### src/include/tlis_pkg.sv
// Constants, types and register map of the two-level interrupt sequencer
package tlis_pkg;

  // Number of system interrupts per variant, sources per interrupt, external pins
  localparam int NUM_IRQ_FULL    = 10;
  localparam int NUM_IRQ_REDUCED = 6;
  localparam int SRC_PER_IRQ     = 4;
  localparam int NUM_EXT         = 3;

  // System interrupt ranks, rank 0 is the highest
  localparam int IRQ_RESET     = 0;
  localparam int IRQ_EXT_ONE   = 1;
  localparam int IRQ_EXT_THREE = 3;
  localparam int IRQ_TIMER_ONE = 5;

  // Vector table: rank 0 uses the top pair, each rank two bytes lower
  localparam logic [15:0] VEC_TOP_HI = 16'h7FFE;

  // CPU status register
  localparam logic [7:0] ST_CLEARED  = 8'h00;
  localparam int         ST_IE1_BIT  = 2;
  localparam int         ST_IE2_BIT  = 3;

  // Stack lives in page zero
  localparam logic [7:0] STACK_PAGE = 8'h00;

  // Least entry latency in clock cycles
  localparam int ENTRY_MIN_CYC = 15;

  // Low-power modes
  localparam logic [1:0] LPM_RUN     = 2'b00;
  localparam logic [1:0] LPM_STANDBY = 2'b01;
  localparam logic [1:0] LPM_HALT    = 2'b10;

  // Wake capability per rank
  localparam logic [9:0] WAKE_FULL_MASK    = 10'h00F;
  localparam logic [9:0] WAKE_STANDBY_MASK = 10'h02F;

  // APB register byte addresses
  localparam logic [11:0] ADDR_LEVEL    = 12'h000;
  localparam logic [11:0] ADDR_LOCK     = 12'h004;
  localparam logic [11:0] ADDR_EXT_CTRL = 12'h008;
  localparam logic [11:0] ADDR_STATUS   = 12'h00C;

  // External control byte layout, one byte per pin
  localparam int EXT_ENABLE_BIT   = 0;
  localparam int EXT_POLARITY_BIT = 2;
  localparam int EXT_NMI_BIT      = 3;
  localparam int EXT_PIN_BIT      = 6;
  localparam int EXT_FLAG_BIT     = 7;

  // Status register layout
  localparam int STAT_LAST_LSB  = 10;
  localparam int STAT_POWER_BIT = 16;
  localparam int STAT_BUSY_BIT  = 17;

  // Reset values
  localparam logic [9:0] LEVEL_RESET = 10'h3FF;
  localparam logic [9:0] LOCK_RESET  = 10'h000;

  typedef enum logic [3:0] {
    SQ_IDLE, SQ_PUSH_ST, SQ_CLR_ST, SQ_PUSH_PCH, SQ_VEC_HI, SQ_PUSH_PCL,
    SQ_VEC_LO, SQ_RESUME, SQ_POP_PCL, SQ_POP_PCH, SQ_POP_ST, SQ_RETURN
  } tlis_state_type;

  typedef struct packed {
    logic        nmi;
    logic        polarity;
    logic        enable;
  } tlis_ext_cfg_type;

  typedef struct packed {
    logic        valid;
    logic        write;
    logic [15:0] addr;
    logic [7:0]  wdata;
  } tlis_mem_req_type;

endpackage

### src/tlis_sequencer.sv
// Two-level interrupt arbiter and context-switch sequencer with APB registers
//
// Operation
// RULE_01: Two priority levels; level one always beats level two.
// RULE_02: Each level has its own global enable in the status register.
// RULE_03: Level assignment writable anytime, except privilege-locked entries.
// RULE_04: All enabled level one requests served first; fixed order inside a level.
// RULE_05: Each system interrupt has a two-byte vector, fetched high then low.
// RULE_06: Ranks one to ten map to descending vector pairs from the top.
// RULE_07: Full variant has ten system interrupts, reduced variant the first six.
// RULE_08: Each source has its own local enable bit.
// RULE_09: Each source flag is readable by software.
// RULE_10: A source is acknowledged only when flag and enables are set; with the NMI bit set, external pin zero needs only its flag.
// RULE_11: Service software clears source flags before returning.
// RULE_12: Arbitrate at each opcode fetch; discard opcode and start switch.
// RULE_13: First step: increment stack pointer and push the status register.
// RULE_14: Then load status with zero and identify the requester.
// RULE_15: Rewind PC, push high byte, load vector high, push low, load low.
// RULE_16: Return pops status and program counter and resumes.
// RULE_17: Entry latency at least fifteen cycles.
// RULE_18: Wait states lengthen entry latency cycle for cycle.
// RULE_19: External pins pass a two-cycle synchronizer before arbitration.
// RULE_20: Full-wake interrupts release both standby and halt.
// RULE_21: Timer one interrupt releases standby only.
// RULE_22: External flag sets on selected edge; request needs local and level enables; pin zero with NMI set needs neither.
// RULE_23: System request is OR of source flags ANDed with local enables.
// RULE_24: Reset-class requests bypass global enables and keep top priority.
`timescale 1ns/1ps
`default_nettype none

module tlis_sequencer #(
  parameter int NUM_IRQ = tlis_pkg::NUM_IRQ_FULL,
  parameter int SRCS    = tlis_pkg::SRC_PER_IRQ
) (
  input  wire logic                      REF_CLK,
  input  wire logic                      RESET_N,
  input  wire logic                      PSEL,
  input  wire logic                      PENABLE,
  input  wire logic                      PWRITE,
  input  wire logic [11:0]               PADDR,
  input  wire logic [31:0]               PWDATA,
  output logic      [31:0]               PRDATA,
  output logic                           PREADY,
  output logic                           PSLVERR,
  input  wire logic [tlis_pkg::NUM_EXT-1:0] EXT_IRQ_PIN,
  input  wire logic                      RESET_CLASS_REQ,
  input  wire logic [NUM_IRQ*SRCS-1:0]   PERIPH_FLAG,
  input  wire logic [NUM_IRQ*SRCS-1:0]   PERIPH_EN,
  input  wire logic                      PRIV_PROTECT,
  input  wire logic                      CPU_FETCH_DONE,
  input  wire logic                      CPU_RETURN,
  input  wire logic [15:0]               CPU_PC,
  input  wire logic [7:0]                CPU_ST,
  input  wire logic [7:0]                CPU_SP,
  input  wire logic [1:0]                LPM_MODE,
  output logic                           CPU_DISCARD,
  output logic                           CPU_HOLD,
  output logic                           CPU_ST_WE,
  output logic      [7:0]                CPU_ST_DATA,
  output logic                           CPU_SP_WE,
  output logic      [7:0]                CPU_SP_DATA,
  output logic      [1:0]                CPU_PC_WE,
  output logic      [15:0]               CPU_PC_DATA,
  output logic                           CPU_RESUME,
  output tlis_pkg::tlis_mem_req_type     MEM_REQ,
  input  wire logic                      MEM_ACK,
  input  wire logic [7:0]                MEM_RDATA,
  output logic                           WAKE
);

  localparam logic [9:0] IMPL_MASK = 10'((1 << NUM_IRQ) - 1);

  tlis_pkg::tlis_state_type               state_r;
  tlis_pkg::tlis_ext_cfg_type [tlis_pkg::NUM_EXT-1:0] ext_cfg_r;
  logic [tlis_pkg::NUM_EXT-1:0]           ext_sync1_r;
  logic [tlis_pkg::NUM_EXT-1:0]           ext_sync2_r;
  logic [tlis_pkg::NUM_EXT-1:0]           ext_prev_r;
  logic [tlis_pkg::NUM_EXT-1:0]           ext_flag_r;
  logic [tlis_pkg::NUM_EXT-1:0]           ext_edge;
  logic [tlis_pkg::NUM_EXT-1:0]           ext_flag_clr;
  logic [9:0]                             level_one_r;
  logic [9:0]                             lock_r;
  logic                                   power_on_flag_r;
  logic [3:0]                             last_rank_r;
  logic [3:0]                             rank_r;
  logic [7:0]                             sp_r;
  logic [15:0]                            pc_save_r;
  logic [7:0]                             st_save_r;
  logic [15:0]                            pc_new_r;
  logic [7:0]                             entry_cnt_r;
  logic [9:0]                             sys_req;
  logic [9:0]                             eligible;
  logic                                   take;
  logic [3:0]                             win_rank;
  logic                                   level_one_global_enable;
  logic                                   level_two_global_enable;
  logic                                   wr_en;
  logic                                   rd_en;
  logic [15:0]                            vec_hi_addr;
  logic                                   mem_need;
  logic                                   mem_write;
  logic [15:0]                            mem_addr;
  logic [7:0]                             mem_wdata;
  logic                                   step_done;
  logic [31:0]                            rd_data;
  logic                                   rd_hit;

  ////////////////////////////////////////////////////////////////////////////
  // APB slave, answers in the second access cycle

  // Writes land at the edge that completes the transfer
  assign wr_en = PSEL && PENABLE && PWRITE && PREADY;
  assign rd_en = PSEL && PENABLE && !PWRITE && !PREADY;

  always_comb begin
    rd_hit  = 1'b1;
    rd_data = 32'h0000_0000;
    case (PADDR)
      tlis_pkg::ADDR_LEVEL:    rd_data[9:0] = level_one_r;
      tlis_pkg::ADDR_LOCK:     rd_data[9:0] = lock_r;
      tlis_pkg::ADDR_EXT_CTRL: begin
        for (int k = 0; k < tlis_pkg::NUM_EXT; k++) begin
          rd_data[8*k+tlis_pkg::EXT_ENABLE_BIT]   = ext_cfg_r[k].enable;
          rd_data[8*k+tlis_pkg::EXT_POLARITY_BIT] = ext_cfg_r[k].polarity;
          rd_data[8*k+tlis_pkg::EXT_NMI_BIT]      = ext_cfg_r[k].nmi;
          rd_data[8*k+tlis_pkg::EXT_PIN_BIT]      = ext_sync2_r[k];
          rd_data[8*k+tlis_pkg::EXT_FLAG_BIT]     = ext_flag_r[k]; // RULE_09
        end
      end
      tlis_pkg::ADDR_STATUS: begin
        rd_data[9:0] = sys_req; // RULE_09
        rd_data[tlis_pkg::STAT_LAST_LSB +: 4] = last_rank_r;
        rd_data[tlis_pkg::STAT_POWER_BIT]     = power_on_flag_r;
        rd_data[tlis_pkg::STAT_BUSY_BIT]      = (state_r != tlis_pkg::SQ_IDLE);
      end
      default: rd_hit = 1'b0;
    endcase
  end

  always_ff @(posedge REF_CLK) begin
    if (!RESET_N) begin
      PREADY  <= 1'b0;
      PSLVERR <= 1'b0;
      PRDATA  <= 32'h0000_0000;
    end else begin
      PREADY  <= PSEL && PENABLE && !PREADY;
      PSLVERR <= PSEL && PENABLE && !PREADY && !rd_hit;
      PRDATA  <= rd_en ? rd_data : 32'h0000_0000;
    end
  end

  // Level assignment; locked entries resist change while protected
  always_ff @(posedge REF_CLK) begin
    if (!RESET_N) begin
      level_one_r <= tlis_pkg::LEVEL_RESET;
      lock_r      <= tlis_pkg::LOCK_RESET;
    end else if (wr_en) begin
      if (PADDR == tlis_pkg::ADDR_LEVEL) begin
        level_one_r <= PRIV_PROTECT ? ((PWDATA[9:0] & ~lock_r) | (level_one_r & lock_r))
                                    : PWDATA[9:0]; // RULE_03
      end
      if (PADDR == tlis_pkg::ADDR_LOCK && !PRIV_PROTECT) begin
        lock_r <= PWDATA[9:0]; // RULE_03
      end
    end
  end

  always_ff @(posedge REF_CLK) begin
    if (!RESET_N) begin
      ext_cfg_r <= '0;
    end else if (wr_en && PADDR == tlis_pkg::ADDR_EXT_CTRL) begin
      for (int k = 0; k < tlis_pkg::NUM_EXT; k++) begin
        ext_cfg_r[k].enable   <= PWDATA[8*k+tlis_pkg::EXT_ENABLE_BIT]; // RULE_08
        ext_cfg_r[k].polarity <= PWDATA[8*k+tlis_pkg::EXT_POLARITY_BIT];
        if (k == 0 && !PRIV_PROTECT) begin
          ext_cfg_r[k].nmi <= PWDATA[tlis_pkg::EXT_NMI_BIT]; // RULE_03
        end
      end
    end
  end

  // Power-on flag is set by reset and cleared by writing zero
  always_ff @(posedge REF_CLK) begin
    if (!RESET_N) begin
      power_on_flag_r <= 1'b1;
    end else if (wr_en && PADDR == tlis_pkg::ADDR_STATUS && !PWDATA[tlis_pkg::STAT_POWER_BIT]) begin
      power_on_flag_r <= 1'b0;
    end
  end

  ////////////////////////////////////////////////////////////////////////////
  // External pins: synchronizer, edge detect, sticky flag

  always_ff @(posedge REF_CLK) begin
    if (!RESET_N) begin
      ext_sync1_r <= '0;
      ext_sync2_r <= '0;
      ext_prev_r  <= '0;
    end else begin
      ext_sync1_r <= EXT_IRQ_PIN; // RULE_19
      ext_sync2_r <= ext_sync1_r; // RULE_19
      ext_prev_r  <= ext_sync2_r;
    end
  end

  always_comb begin
    for (int k = 0; k < tlis_pkg::NUM_EXT; k++) begin
      ext_edge[k] = ext_cfg_r[k].polarity ? (ext_sync2_r[k] && !ext_prev_r[k])
                                          : (!ext_sync2_r[k] && ext_prev_r[k]); // RULE_22
      ext_flag_clr[k] = wr_en && PADDR == tlis_pkg::ADDR_EXT_CTRL
                        && !PWDATA[8*k+tlis_pkg::EXT_FLAG_BIT];
    end
  end

  // A new edge wins over a clear in the same cycle
  always_ff @(posedge REF_CLK) begin
    if (!RESET_N) begin
      ext_flag_r <= '0;
    end else begin
      ext_flag_r <= ext_edge | (ext_flag_r & ~ext_flag_clr); // RULE_22
    end
  end

  ////////////////////////////////////////////////////////////////////////////
  // Request formation and two-level arbitration

  assign level_one_global_enable = CPU_ST[tlis_pkg::ST_IE1_BIT];
  assign level_two_global_enable = CPU_ST[tlis_pkg::ST_IE2_BIT];

  always_comb begin
    sys_req = '0;
    for (int i = 0; i < NUM_IRQ; i++) begin
      for (int s = 0; s < SRCS; s++) begin
        sys_req[i] = sys_req[i] | (PERIPH_FLAG[i*SRCS+s] & PERIPH_EN[i*SRCS+s]); // RULE_23 RULE_10
      end
    end
    sys_req[tlis_pkg::IRQ_RESET] = RESET_CLASS_REQ;
    for (int k = 0; k < tlis_pkg::NUM_EXT; k++) begin
      sys_req[tlis_pkg::IRQ_EXT_ONE+k] = ext_flag_r[k] && ext_cfg_r[k].enable; // RULE_22
    end
    sys_req = sys_req & IMPL_MASK; // RULE_07
  end

  always_comb begin
    for (int i = 0; i < 10; i++) begin
      eligible[i] = sys_req[i] && (level_one_r[i] ? level_one_global_enable
                                                  : level_two_global_enable); // RULE_02 RULE_10
    end
    eligible[tlis_pkg::IRQ_RESET] = sys_req[tlis_pkg::IRQ_RESET]; // RULE_24
    if (ext_cfg_r[0].nmi) begin
      eligible[tlis_pkg::IRQ_EXT_ONE] = ext_flag_r[0];
    end
  end

  // Highest level first, then lowest rank; reset rank always wins
  always_comb begin
    win_rank = 4'd0;
    take     = 1'b0;
    for (int i = 9; i >= 0; i--) begin
      if (eligible[i] && !level_one_r[i]) begin
        win_rank = 4'(i); // RULE_04
        take     = 1'b1;
      end
    end
    for (int i = 9; i >= 0; i--) begin
      if (eligible[i] && level_one_r[i]) begin
        win_rank = 4'(i); // RULE_01 RULE_04
        take     = 1'b1;
      end
    end
    if (eligible[tlis_pkg::IRQ_RESET]) begin
      win_rank = 4'(tlis_pkg::IRQ_RESET); // RULE_24
    end
  end

  assign vec_hi_addr = tlis_pkg::VEC_TOP_HI - {11'h000, rank_r, 1'b0}; // RULE_06

  ////////////////////////////////////////////////////////////////////////////
  // Context switch and return sequencer

  always_comb begin
    mem_need  = 1'b1;
    mem_write = 1'b1;
    mem_addr  = {tlis_pkg::STACK_PAGE, sp_r};
    mem_wdata = st_save_r;
    case (state_r)
      tlis_pkg::SQ_PUSH_ST:  mem_wdata = st_save_r; // RULE_13
      tlis_pkg::SQ_PUSH_PCH: mem_wdata = pc_save_r[15:8]; // RULE_15
      tlis_pkg::SQ_PUSH_PCL: mem_wdata = pc_save_r[7:0]; // RULE_15
      tlis_pkg::SQ_VEC_HI: begin
        mem_write = 1'b0;
        mem_addr  = vec_hi_addr; // RULE_05
      end
      tlis_pkg::SQ_VEC_LO: begin
        mem_write = 1'b0;
        mem_addr  = vec_hi_addr + 16'h0001; // RULE_05
      end
      tlis_pkg::SQ_POP_PCL, tlis_pkg::SQ_POP_PCH, tlis_pkg::SQ_POP_ST: mem_write = 1'b0; // RULE_16
      default: mem_need = 1'b0;
    endcase
  end

  // Memory steps wait for the acknowledge, so wait states add cycles
  assign step_done = MEM_REQ.valid && MEM_ACK; // RULE_18

  always_ff @(posedge REF_CLK) begin
    if (!RESET_N) begin
      MEM_REQ <= '0;
    end else if (step_done) begin
      MEM_REQ.valid <= 1'b0;
    end else if (mem_need && !MEM_REQ.valid) begin
      MEM_REQ.valid <= 1'b1;
      MEM_REQ.write <= mem_write;
      MEM_REQ.addr  <= mem_addr;
      MEM_REQ.wdata <= mem_wdata;
    end
  end

  always_ff @(posedge REF_CLK) begin
    if (!RESET_N) begin
      state_r <= tlis_pkg::SQ_IDLE;
    end else begin
      case (state_r)
        tlis_pkg::SQ_IDLE: begin
          if (CPU_FETCH_DONE && take) begin
            state_r <= tlis_pkg::SQ_PUSH_ST; // RULE_12
          end else if (CPU_RETURN) begin
            state_r <= tlis_pkg::SQ_POP_PCL; // RULE_16
          end
        end
        tlis_pkg::SQ_PUSH_ST:  if (step_done) state_r <= tlis_pkg::SQ_CLR_ST;
        tlis_pkg::SQ_CLR_ST:   state_r <= tlis_pkg::SQ_PUSH_PCH;
        tlis_pkg::SQ_PUSH_PCH: if (step_done) state_r <= tlis_pkg::SQ_VEC_HI;
        tlis_pkg::SQ_VEC_HI:   if (step_done) state_r <= tlis_pkg::SQ_PUSH_PCL;
        tlis_pkg::SQ_PUSH_PCL: if (step_done) state_r <= tlis_pkg::SQ_VEC_LO;
        tlis_pkg::SQ_VEC_LO:   if (step_done) state_r <= tlis_pkg::SQ_RESUME;
        tlis_pkg::SQ_RESUME: begin
          if (entry_cnt_r >= 8'(tlis_pkg::ENTRY_MIN_CYC - 1)) begin
            state_r <= tlis_pkg::SQ_IDLE; // RULE_17
          end
        end
        tlis_pkg::SQ_POP_PCL:  if (step_done) state_r <= tlis_pkg::SQ_POP_PCH;
        tlis_pkg::SQ_POP_PCH:  if (step_done) state_r <= tlis_pkg::SQ_POP_ST;
        tlis_pkg::SQ_POP_ST:   if (step_done) state_r <= tlis_pkg::SQ_RETURN;
        tlis_pkg::SQ_RETURN:   state_r <= tlis_pkg::SQ_IDLE;
        default:               state_r <= tlis_pkg::SQ_IDLE;
      endcase
    end
  end

  // Saved context, stack pointer tracking and gathered vector
  always_ff @(posedge REF_CLK) begin
    if (!RESET_N) begin
      sp_r        <= 8'h00;
      pc_save_r   <= 16'h0000;
      st_save_r   <= 8'h00;
      pc_new_r    <= 16'h0000;
      rank_r      <= 4'h0;
      last_rank_r <= 4'h0;
      entry_cnt_r <= 8'h00;
    end else begin
      // Wait cycles are not counted, so they add on top of the floor
      if (entry_cnt_r != 8'hFF && !(MEM_REQ.valid && !MEM_ACK)) begin
        entry_cnt_r <= entry_cnt_r + 8'h01; // RULE_18
      end
      case (state_r)
        tlis_pkg::SQ_IDLE: begin
          entry_cnt_r <= 8'h00;
          if (CPU_FETCH_DONE && take) begin
            sp_r        <= CPU_SP + 8'h01; // RULE_13
            pc_save_r   <= CPU_PC; // RULE_12 RULE_15
            st_save_r   <= CPU_ST; // RULE_13
            rank_r      <= win_rank; // RULE_14
            last_rank_r <= win_rank;
          end else if (CPU_RETURN) begin
            sp_r <= CPU_SP;
          end
        end
        tlis_pkg::SQ_PUSH_ST, tlis_pkg::SQ_PUSH_PCH: begin
          if (step_done) begin
            sp_r <= sp_r + 8'h01; // RULE_15
          end
        end
        tlis_pkg::SQ_VEC_HI: begin
          if (step_done) begin
            pc_new_r[15:8] <= MEM_RDATA; // RULE_15
          end
        end
        tlis_pkg::SQ_VEC_LO: begin
          if (step_done) begin
            pc_new_r[7:0] <= MEM_RDATA; // RULE_15
          end
        end
        tlis_pkg::SQ_POP_PCL: begin
          if (step_done) begin
            pc_new_r[7:0] <= MEM_RDATA; // RULE_16
            sp_r          <= sp_r - 8'h01;
          end
        end
        tlis_pkg::SQ_POP_PCH: begin
          if (step_done) begin
            pc_new_r[15:8] <= MEM_RDATA; // RULE_16
            sp_r           <= sp_r - 8'h01;
          end
        end
        tlis_pkg::SQ_POP_ST: begin
          if (step_done) begin
            st_save_r <= MEM_RDATA; // RULE_16
            sp_r      <= sp_r - 8'h01;
          end
        end
        default: ;
      endcase
    end
  end

  ////////////////////////////////////////////////////////////////////////////
  // CPU register update strobes

  always_ff @(posedge REF_CLK) begin
    if (!RESET_N) begin
      CPU_DISCARD <= 1'b0;
      CPU_HOLD    <= 1'b0;
      CPU_ST_WE   <= 1'b0;
      CPU_ST_DATA <= 8'h00;
      CPU_SP_WE   <= 1'b0;
      CPU_SP_DATA <= 8'h00;
      CPU_PC_WE   <= 2'b00;
      CPU_PC_DATA <= 16'h0000;
      CPU_RESUME  <= 1'b0;
    end else begin
      CPU_DISCARD <= state_r == tlis_pkg::SQ_IDLE && CPU_FETCH_DONE && take; // RULE_12
      CPU_HOLD    <= !(state_r == tlis_pkg::SQ_IDLE && !(CPU_FETCH_DONE && take) && !CPU_RETURN)
                     && !(state_r == tlis_pkg::SQ_RESUME && entry_cnt_r >= 8'(tlis_pkg::ENTRY_MIN_CYC - 1))
                     && state_r != tlis_pkg::SQ_RETURN;
      CPU_ST_WE   <= 1'b0;
      CPU_SP_WE   <= 1'b0;
      CPU_PC_WE   <= 2'b00;
      CPU_RESUME  <= 1'b0;
      case (state_r)
        tlis_pkg::SQ_IDLE: begin
          if (CPU_FETCH_DONE && take) begin
            CPU_PC_WE   <= 2'b11;
            CPU_PC_DATA <= CPU_PC; // RULE_15
          end
        end
        tlis_pkg::SQ_CLR_ST: begin
          CPU_ST_WE   <= 1'b1;
          CPU_ST_DATA <= tlis_pkg::ST_CLEARED; // RULE_14
        end
        tlis_pkg::SQ_VEC_HI: begin
          if (step_done) begin
            CPU_PC_WE   <= 2'b10;
            CPU_PC_DATA <= {MEM_RDATA, 8'h00}; // RULE_15
          end
        end
        tlis_pkg::SQ_VEC_LO: begin
          if (step_done) begin
            CPU_PC_WE   <= 2'b01;
            CPU_PC_DATA <= {8'h00, MEM_RDATA}; // RULE_15
            CPU_SP_WE   <= 1'b1;
            CPU_SP_DATA <= sp_r;
          end
        end
        tlis_pkg::SQ_RESUME: begin
          if (entry_cnt_r >= 8'(tlis_pkg::ENTRY_MIN_CYC - 1)) begin
            CPU_RESUME <= 1'b1; // RULE_15 RULE_17
          end
        end
        tlis_pkg::SQ_RETURN: begin
          CPU_ST_WE   <= 1'b1;
          CPU_ST_DATA <= st_save_r; // RULE_16
          CPU_SP_WE   <= 1'b1;
          CPU_SP_DATA <= sp_r;
          CPU_PC_WE   <= 2'b11;
          CPU_PC_DATA <= pc_new_r;
          CPU_RESUME  <= 1'b1;
        end
        default: ;
      endcase
    end
  end

  ////////////////////////////////////////////////////////////////////////////
  // Wake-up from low-power modes

  always_ff @(posedge REF_CLK) begin
    if (!RESET_N) begin
      WAKE <= 1'b0;
    end else begin
      case (LPM_MODE)
        tlis_pkg::LPM_HALT:    WAKE <= |(eligible & tlis_pkg::WAKE_FULL_MASK); // RULE_20
        tlis_pkg::LPM_STANDBY: WAKE <= |(eligible & tlis_pkg::WAKE_STANDBY_MASK); // RULE_20 RULE_21
        default:               WAKE <= 1'b0;
      endcase
    end
  end

endmodule

`default_nettype wire

### config.mk
export PLATFORM = sky130hd
export DESIGN_NAME = tlis_sequencer
export DESIGN_NICKNAME = d
export VERILOG_FILES = /design/src/include/tlis_pkg.sv /design/src/tlis_sequencer.sv
export SDC_FILE = /design/constraint.sdc
export NUM_CORES = 1
export LEC_CHECK = 0
export BUFFER_PORTS_ARGS = -buffer_cell sky130_fd_sc_hd__clkbuf_2
export CORE_AREA = 4 4 160 131
export CTS_CLUSTER_SIZE = 20
export DETAILED_ROUTE_END_ITERATION = 8
export DIE_AREA = 0 0 164 135
export GPL_TIMING_DRIVEN = 0
export PLACE_DENSITY_LB_ADDON = 0.08
export SYNTH_ARGS = -nofsm -noshare
export SYNTH_HDL_FRONTEND = slang
export SYNTH_SLANG_ARGS = --single-unit
### constraint.sdc
create_clock -name REF_CLK -period 3 [get_ports REF_CLK]
set_clock_uncertainty 0.2 [all_clocks]
set_input_delay 0.45 -clock REF_CLK [delete_from_list [all_inputs] [get_ports REF_CLK]]
set_output_delay 0.45 -clock REF_CLK [all_outputs]
set_load 0.05 [all_outputs]
==> results.md, run 1 <==
- GRT overflow: 0
- Sinks on Clock Net: 186
- Dominant cells by area after synthesis: dfxtp_1 (43%), mux2i_1 (7.0%), nand2_1 (5.7%)
- Post-synth EDFFs: 0
- H-tree Lvls: 4
- Clock buffer depth: 2
- Worst-Skew Late Latency: 440 ps
- Fill count: approximately 1900
- Die Y: 135 µm
- Post-layout nets: 1455
- Internal Power: 4910 µW
- DR vias/cell: approximately 5.5
- Fin crit share: 98.9%
- PwrDens: 749 nW/µm²
- Crit path cell chain: nor2b_2, nand2_2, inv_2, ha_1, a21o_1, a211o_1, a2111oi_4, o21ai_0, nand3_1, mux2i_1, a211o_1
- Slew at the pin closest to its max-slew limit: 1050 ps
- Core Region: 19500 µm²
- WS Path Type: flop to flop
- CP max FO: 7
- Ys flop type: dfxtp_1
- Clock slew at reported path FFs: 70 ps
- Initial DRC Count: between 700 and 800
- GRT Util Overall: 24.6%
- Worst min path class: input port to flop
- FP Rows: 46
- Post-Syn Area per Cell: 8.61 µm²
- Effective utilization at floorplan: 45.0%
- Die area: 22100 µm²
- Crit path time final: 2970 ps
- Post-detail-place hpwl: 21.5 mm
- Via count: between 8000 and 9000
- Post-synth ARST share: 0%
- Initial antenna violation count: 0
- Leak Pwr: 0.00474 µW
- Drc violations: 0
- Post-DRT Antenna Nets: 0
- Num CTS Buffers: 17
- Crit path arrival time: 3090 ps
- Yosys top cell area share: 42.5%
- Post-synth top cells: dfxtp_1 (186), nand2_1 (132), nor2_1 (109), a21oi_1 (84), mux2i_1 (61)
- Status: finished, final reports clean
- Setup violators final: 0
- Synth warn: 0
- Crit start category: flop
- Count leader, synth: dfxtp_1
- Antenna cells: 0
- Final GP Congestion: 0.894
- Number of max-cap violations: 0
- Avg WL per Cell: around 18 µm
- Post-synthesis sequential area ratio: 42.5%
- Setup TNS: 0 ps
- Placed Cells: roughly 1500
- Register bit total from synthesis: 186
- Final Core Density: between 50% and 60%
- Slew margin rel.: just under 30%
- Final WS setup: 33.3 ps
- Post-Layout Cell Count: around 1500
- Fin. Hold Viols: 0
- Largest net degree at the start of global routing: 18
- Cell taking the most area after synthesis: dfxtp_1
- Area growth syn-to-layout: 24.1%
- Crit end category: flop
- Place WS: -422 ps
- NetSw: 3230 µW
- Root buf cell: clkbuf_16
- Gate count after technology mapping: a little over 1000
- Synthesized area: 8760 µm²
- Distinct cells, synth: 76
- DP Area: 10200 µm²
- DR pass1 iterations: 5
- I/O pin total: 279
- Max VDD drop: 0.000511 V
- Combinational power share: 34.3%
- Number of global-route vias before repair: between 7000 and 8000
- CP required: 3120 ps
- IO Port Bufs: 216
- Achievable Freq: 337 MHz
- Layout cell share with drive strength beyond 1: 25.2%
- Crit-path max cell delay: 440 ps
- Die X: 164 µm
- Power share of the sequential group: 37.5%
- WL final: 27.6 mm
- Fin. max-slew vios: 0
- CP most frequent cell: a211o_1
- Clock network power share: 28.2%
- Switching part of the total: 39.7%
- Global-route wire length before repair: 42.6 mm
- Layout Cell Area excl Fill: 10900 µm²
- Critical-path top delay cell: dfxtp_1
- RSZ-0062 raised after global routing: true
- CTS tree: done
==> layout by cell type (no fill, tap or decap), drive strengths merged, types with 5 or more instances in the layout <==
master / count
clkbuf: 279
dfxtp: 186
nand2: 132
nor2: 110
a21oi: 85
mux2i: 61
a22oi: 39
o21ai: 37
buf: 36
nand3: 29
and2: 21
nor3: 21
inv: 19
a211oi: 18
o221a: 17
o211ai: 12
conb: 12
ha: 11
a31oi: 10
or3: 9
and3: 9
xor2: 9
a32oi: 8
nor2b: 8
xnor2: 7
a21boi: 7
nand4: 6
a211o: 6
nand2b: 5
a21o: 5
o22a: 5
nor4: 5
==> cell families after synthesis <==
family	synth area share [%]
other cells	0.0428
buf+inv	5.16
compound gates	21.7
fa+ha+maj	1.80
mux	7.36
simple gates	19.8
xor+xnor	1.60
flops	42.5
==> worst max-delay path, delay by kind of cell (launching register included) <==
family,cells,cell delay [ps]
buf+inv,1,150
mux,1,70
simple gates,3,490
compound gates,5,1260
flops,1,440
fa+ha+maj,1,250
==> per-stage QoR <==
step / hold slack [ps] / total power, µW
after floorplan: 212 / 5050
after global placement: 229 / 5820
after detailed placement: 223 / 5840
after CTS: 11.5 / 8130
after global routing: 12.9 / 8550
final: 20.2 / 8140
==> power groups by stage <==
stage	Clock (µW)	Sequential, µW	Combinational, µW
2_1_floorplan	0	3610	1440
3_3_place_gp	0	3110	2710
3_5_place_dp	0	3100	2730
4_1_cts	2320	3050	2760
5_1_grt	2420	3090	3030
6_report	2290	3060	2790
==> what timing repair did <==
action,in CTS,in global routing
setup endpoints to repair,21,55
buffers inserted,0,1
gates resized for setup,7,9
hold buffers,0,0
pin swaps,1,0
==> worst paths after layout <==
check / start / slack, ps / cells after the start / end
worst max-delay path: state_r[3] / 30 / 11 / sp_r[7]
worst min register to register: ext_sync1_r[1] / 250 / 1 / ext_sync2_r[1]
worst max register to register: state_r[3] / 30 / 11 / sp_r[7]
worst min-delay path: EXT_IRQ_PIN[1] / 20 / 2 / ext_sync1_r[1]
==> layout make-up <==
type                    count  area, µm²  share of cell area [%]
clock buffers              21        470                    4.33
flip-flops and latches    186       3720                    34.3
clock inverters            11        133                    1.22
inverters                  15       56.3                   0.518
multi-input cells         750       4670                    42.9
repair buffers            217       1090                    10.0
plain buffers              77        400                    3.68
well taps                 264        330                    3.04
==> per-layer routing <==
metal / global-route usage (%) / share of wire, % / wire [µm]
met1: 37.2 / 49 / 13500
met4: 4.98 / 0.89 / 245
met2: 36.9 / 44 / 12000
met3: 4.42 / 6.6 / 1810
met5: 0 / 0 / 0
==> flip-flops by register name, summed over array words and instances (netlist names), 4 cells and up, named ones only <==
register	flops
CPU_PC_DATA	16
CPU_SP_DATA	8
CPU_ST_DATA	8
MEM_REQ	19
PRDATA	21
entry_cnt_r	8
ext_cfg_r	7
lock_r	10
pc_new_r	16
pc_save_r	16
rank_r	4
sp_r	8
st_save_r	8
state_r	4
Note: power is estimated with default switching activity, not from simulation.
==> run 2: changes to the inputs <==
CORE_AREA = 4 4 110 190   (was 4 4 160 131)
DIE_AREA = 0 0 114 194   (was 0 0 164 135)
==> run 2 against run 1 <==
  * Flip-flop and latch count stayed put
  * Total power up 0.34%
  * Utilization grew 0.33 points
==> results.md, run 2 (same netlist as run 1, synthesis figures left out) <==
- Crit path cell chain: mux2i_1, o21ai_1, a2111o_1, o41ai_4, buf_6, a21oi_4, buf_1, nand3_1, a21oi_1
- Leak Pwr: around 0.0047 µW
- Clock buffer depth: 2
- Core Region: 19300 µm²
- Post-DRT Antenna Nets: 0
- CP required: 3100 ps
- Initial antenna violation count: 0
- Setup violators final: 0
- Number of max-cap violations: 0
- Cts hold-fix bufs: 0
- Crit path arrival time: 3010 ps
- Hold Path Origin: EXT_IRQ_PIN[2]
- Largest regs: PRDATA x21, MEM_REQ x19
- FF-to-FF path depth: 9
- Setup TNS: 0 ps
- Area growth syn-to-layout: 23.7%
- Placed Cells: about 1500
- Biggest register: PRDATA
- Fin crit share: 96.9%
- FF-to-FF End: sp_r[0]
- Final Core Density: 56.2%
- Status: finished, final reports clean
- Sinks on Clock Net: around 190
- Drc violations: 0
- Die X: approximately 110 µm
- Largest net degree at the start of global routing: 18
- Worst hold stages: 2
- Avg WL per Cell: 18.7 µm
- Hold endpoint: ext_sync1_r[2]
- Initial DRC Count: 401
- H-tree Lvls: 4
- Layout cell share with drive strength beyond 1: 25.2%
- Most common cell after layout, fill and taps aside: clkbuf_2
- Crit end category: flop
- Crit path time final: 2910 ps
- Largest register FFs: 21
- GRT Util Overall: 25.2%
- Post-detail-place hpwl: 22.4 mm
- Antenna cells: 0
- Post-layout nets: 1456
- Final GP Congestion: 0.902
- PwrDens: 754 nW/µm²
- Achievable Freq: approximately 340 MHz
- Post-Layout Cell Count: ~1500
- Crit-path max cell delay: 530 ps
- IO Port Bufs: 216
- Number of global-route vias before repair: 8282
- Most frequent cells in the layout: clkbuf_2 (217), dfxtp_1 (186), nand2_1 (131)
- Effective utilization at floorplan: 45.4%
- Slew at the pin closest to its max-slew limit: around 1300 ps
- Via count: between 8000 and 9000
- Minimum setup slack among reg-to-reg paths: 90 ps
- I/O pin total: around 280
- Worst min path class: input port to flop
- CP max FO: 10
- WS Path Type: flop to flop
- DR vias/cell: roughly 5.5
- Fin. Hold Viols: 0
- GRT overflow: 0
- Crit start category: flop
- Fill count: around 1900
- Clock slew at reported path FFs: 70 ps
- Die area: roughly 22000 µm²
- Fin. max-slew vios: 0
- Max VDD drop: 0.000646 V
- CTS tree: done
- Worst-Skew Late Latency: 440 ps
- Global-route wire length before repair: about 44 mm
- FP Rows: 67
- DR pass1 iterations: 6
- Critical-path top delay cell: a2111o_1
- Root buf cell: clkbuf_16
- Die Y: approximately 190 µm
- WL final: 28.5 mm
- Num CTS Buffers: 17
- Slew margin rel.: roughly 9.8%
- RSZ-0062 raised after global routing: true
## run 2: critical path: cells and delay by family, from the launching register on
kind                   cells  cell delay (ps)
AO/OA/AOI/OAI              5             1270
buffers and inverters      2              490
flip-flops                 1              420
multiplexers               1              210
AND/OR/NAND/NOR            1              190
## run 2: area by class of cell
| cell class | instances | area [µm²] | area share (%) |
|---|---|---|---|
| sequential | 186 | 3720 | 34.4 |
| timing repair buffer | 218 | 1100 | 10.1 |
| inverter | 15 | 56.3 | 0.520 |
| tap | 241 | 302 | 2.78 |
| clock inverter | 14 | 160 | 1.48 |
| multi-input combinational | 750 | 4660 | 43.0 |
| clock buffer | 18 | 439 | 4.05 |
| buffer | 77 | 400 | 3.69 |
## run 2: per-stage QoR
stage / instance area, µm² / hold slack (ps) / worst slack, ps / power, µW
after global routing: 10800 / 9.11 / -81.4 / 8570
after global placement: 10200 / 214 / -354 / 5830
after detailed placement: 10200 / 226 / -362 / 5860
after CTS: 10800 / 5.02 / 19.8 / 8190
final: 10800 / 10.1 / 94.1 / 8170
after floorplan: 8800 / 212 / 170 / 5050
## run 2: per-layer routing
layer	routed length (µm)	global-route usage, %	up-vias
met3	1420	3.56	75
met4	1350	14.0	0
met5	0	0	-
met2	15400	47.2	295
met1	10300	26.1	3871
li1	-	-	4125
## run 2: timing repair
action | in CTS | in global routing
gates resized for setup | 7 | 8
endpoints found under the setup margin | 22 | 50
pin swaps | 1 | 2
gates cloned | 0 | 0
buffers inserted | 0 | 2
## run 2: worst max-delay path by stage
stage / endpoint / slack, ps / cells after the start
2_1_floorplan: sp_r[7] / 170 / 12
5_1_grt: sp_r[7] / -80 / 12
3_3_place_gp: sp_r[7] / -350 / 12
6_report: sp_r[0] / 90 / 9
3_5_place_dp: sp_r[7] / -360 / 12
4_1_cts: sp_r[7] / 20 / 12
## run 2: where the power goes
part / leakage, µW / internal (µW) / switching, µW
clock: 0.000288 / 1270 / 1040
sequential: 0.00151 / 2800 / 267
combinational: 0.00294 / 880 / 1920
==> run 3: changes to the inputs <==
ABC_AREA = 1   (was default)
SLEW_MARGIN = 20   (was default)
==> run 3 against run 2 <==
  * Critical path depth increased by 3
  * Cell count grew 12%
  * Routed wire length rose by 2.2%
  * Flip-flop and latch count unchanged
  * Register-to-register slack improved by 160 ps
  * Die area did not move
  * Combinational power rose by 44%
  * Total power is 19% higher
  * Highest routed layer unchanged
==> results.md, run 3 <==
- Biggest register: PRDATA
- Clock network power share: 25.3%
- GRT Util Overall: 26.1%
- DR vias/cell: 5.19
- Register bit total from synthesis: about 190
- WHS: approximately 50 ps
- Leak Pwr: 0.00499 µW
- Status: finished, final reports clean
- Critical-path top delay cell: nor2_1
- Synth warn: 0
- Layout cell share with drive strength beyond 1: 22.7%
- Area of the multi-input gates: 4120 µm²
- Worst-Skew Late Latency: 440 ps
- Internal Power: between 5000 and 6000 µW
- Post-DRT Antenna Nets: 0
- Antenna cells: 0
- Fin. max-slew vios: 0
- NetSw: 4140 µW
- Yosys top cell area share: 42.6%
- Post-synth ARST share: 0%
- Setup violators final: 0
- IO Port Bufs: 215
- Number of max-cap violations: 0
- Dominant cells by area after synthesis: dfxtp_1 (43%), nand2_1 (10%), a21oi_1 (7.7%)
- Crit path time final: ~2700 ps
- Effective utilization at floorplan: ~45%
- Via count: 8836
- Core Region: about 19000 µm²
- Slew at the pin closest to its max-slew limit: roughly 900 ps
- Crit end category: flop
- Die Y: 194 µm
- H-tree Lvls: 4
- Crit path arrival time: ~3000 ps
- CP max FO: 8
- Final GP Congestion: ~0.91
- Max VDD drop: approximately 0.0007 V
- Largest regs: PRDATA x21, MEM_REQ x19
- Crit-path max cell delay: between 400 and 500 ps
- Area growth syn-to-layout: 24.4%
- Global-route wire length before repair: 45.1 mm
- Avg WL per Cell: 17.1 µm
- Count leader, synth: nand2_1
- Number of global-route vias before repair: about 8700
- Seq. cell area: 3720 µm²
- FP Rows: 67
- Gate count after technology mapping: 1196
- Slew margin rel.: around 40%
- Achievable Freq: roughly 360 MHz
- Switching part of the total: 42.7%
- Crit path cell chain: nand2_1, inv_2, nor2_4, buf_4, inv_2, nand2_1, nor3_1, or2_1, buf_2, nor2_1, a22oi_1, nor2_1
- I/O pin total: 279
- Setup TNS: 0 ps
- Fin. Hold Viols: 0
- Most frequent cells in the layout: nand2_1 (232), clkbuf_2 (215), dfxtp_1 (186)
- Initial antenna violation count: 0
- Ys flop type: dfxtp_1
- Clock slew at reported path FFs: 70 ps
- Most common cell after layout, fill and taps aside: nand2_1
- GRT overflow: 0
- Root buf cell: clkbuf_16
- PwrDens: 893 nW/µm²
- Largest register FFs: 21
- RSZ-0062 raised after global routing: false
- Initial DRC Count: 523
- WL final: ~29 mm
- CP Buf/Inv Count: 4
- Post-synthesis sequential area ratio: between 40% and 50%
- Worst min path class: input port to flop
- Die X: 114 µm
- Clock buffer depth: 2
- Post-layout nets: ~1600
- Distinct cells, synth: 55
- Cell taking the most area after synthesis: dfxtp_1
- Crit start category: flop
- Post-synth EDFFs: 0
- Sinks on Clock Net: 186
- Drc violations: 0
- WS Path Type: flop to flop
- Die area: between 20000 and 25000 µm²
- Post-synth top cells: nand2_1 (232), dfxtp_1 (186), inv_1 (136), a21oi_1 (134), nor2_1 (126)
- Largest net degree at the start of global routing: 17
- Synthesized area: approximately 8700 µm²
- Fill count: 1919
- CTS tree: done
- CP required: 3170 ps
- Post-detail-place hpwl: around 23 mm
- Post-Syn Area per Cell: 7.31 µm²
- Power share of the sequential group: 33.2%
- Top delay family on crit path: simple AND/OR/NAND/NOR gates
- DR pass1 iterations: 7
- Fin crit share: 91.6%
- Num CTS Buffers: 17
- Combinational power share: between 40% and 50%
[run 3: metrics by stage]
stage	total power [µW]	area [µm²]	worst slack [ps]	util [%]	std cells
after floorplan	6110	8780	336	-	1207
after global placement	7180	10200	-63.0	52.7	1663
after detailed placement	7220	10200	-66.7	52.7	1663
after CTS	9690	10800	107	56.2	1698
after global routing	10200	10900	64.6	56.4	1703
final	9710	10900	252	56.4	1703
[run 3: layout make-up]
| type | instances | share of cell area (%) |
|---|---|---|
| repair buffers | 223 | 10.5 |
| plain buffers | 61 | 3.39 |
| well taps | 241 | 2.77 |
| clock inverters | 12 | 1.73 |
| flip-flops and latches | 186 | 34.2 |
| inverters | 148 | 5.22 |
| clock buffers | 20 | 4.20 |
| multi-input cells | 812 | 37.9 |
[run 3: power groups by stage]
stage                     sequential (µW)  clock, µW  combinational, µW
after floorplan                      3870          0               2240
after global placement               3270          0               3910
after detailed placement             3270          0               3950
after CTS                            3220       2500               3970
after global routing                 3270       2580               4400
final                                3220       2460               4030
[run 3: timing repair]
| item | in CTS | in global routing |
|---|---|---|
| endpoints found under the hold margin | 3 | 0 |
| hold buffers | 3 | 0 |
| pin swaps | 0 | 1 |
| setup endpoints to repair | 1 | 1 |
| gates cloned | 0 | 0 |
| resized for setup | 1 | 1 |
| setup buffers | 0 | 5 |
[run 3: worst min-delay path, delay by kind of cell]
kind | cells | cell delay [ps]
AOI/OAI and AO/OA | 2 | 110
buffers and inverters | 1 | 90
[run 3: cells by family after synthesis]
family | after synthesis | share of synthesized area, %
DFF | 186 | 42.6
AOI/OAI and AO/OA | 336 | 21.8
other | 1 | 0.0429
buffers and inverters | 209 | 10.7
xor gates and xnor gates | 8 | 0.802
and+or+nand+nor | 444 | 22.2
adders and majority gates | 12 | 1.80
[run 3: worst paths after layout]
check                                     from  slack [ps]        endpoint  depth (start not counted)
worst max register to register      state_r[0]         250     MEM_REQ[24]                         12
worst max-delay path                state_r[0]         250     MEM_REQ[24]                         12
worst min register to register  ext_sync1_r[1]         210  ext_sync2_r[1]                          2
worst min-delay path                 PWDATA[6]          50            flop                          3
[run 3: metal layers]
layer | GRT usage, % | vias up | share of wire, %
li1 | - | 4454 | -
met3 | 5.00 | 80 | 5.0
met5 | 0 | - | 0
met4 | 15.1 | 0 | 5.7
met1 | 26.1 | 4006 | 35
met2 | 48.8 | 296 | 54
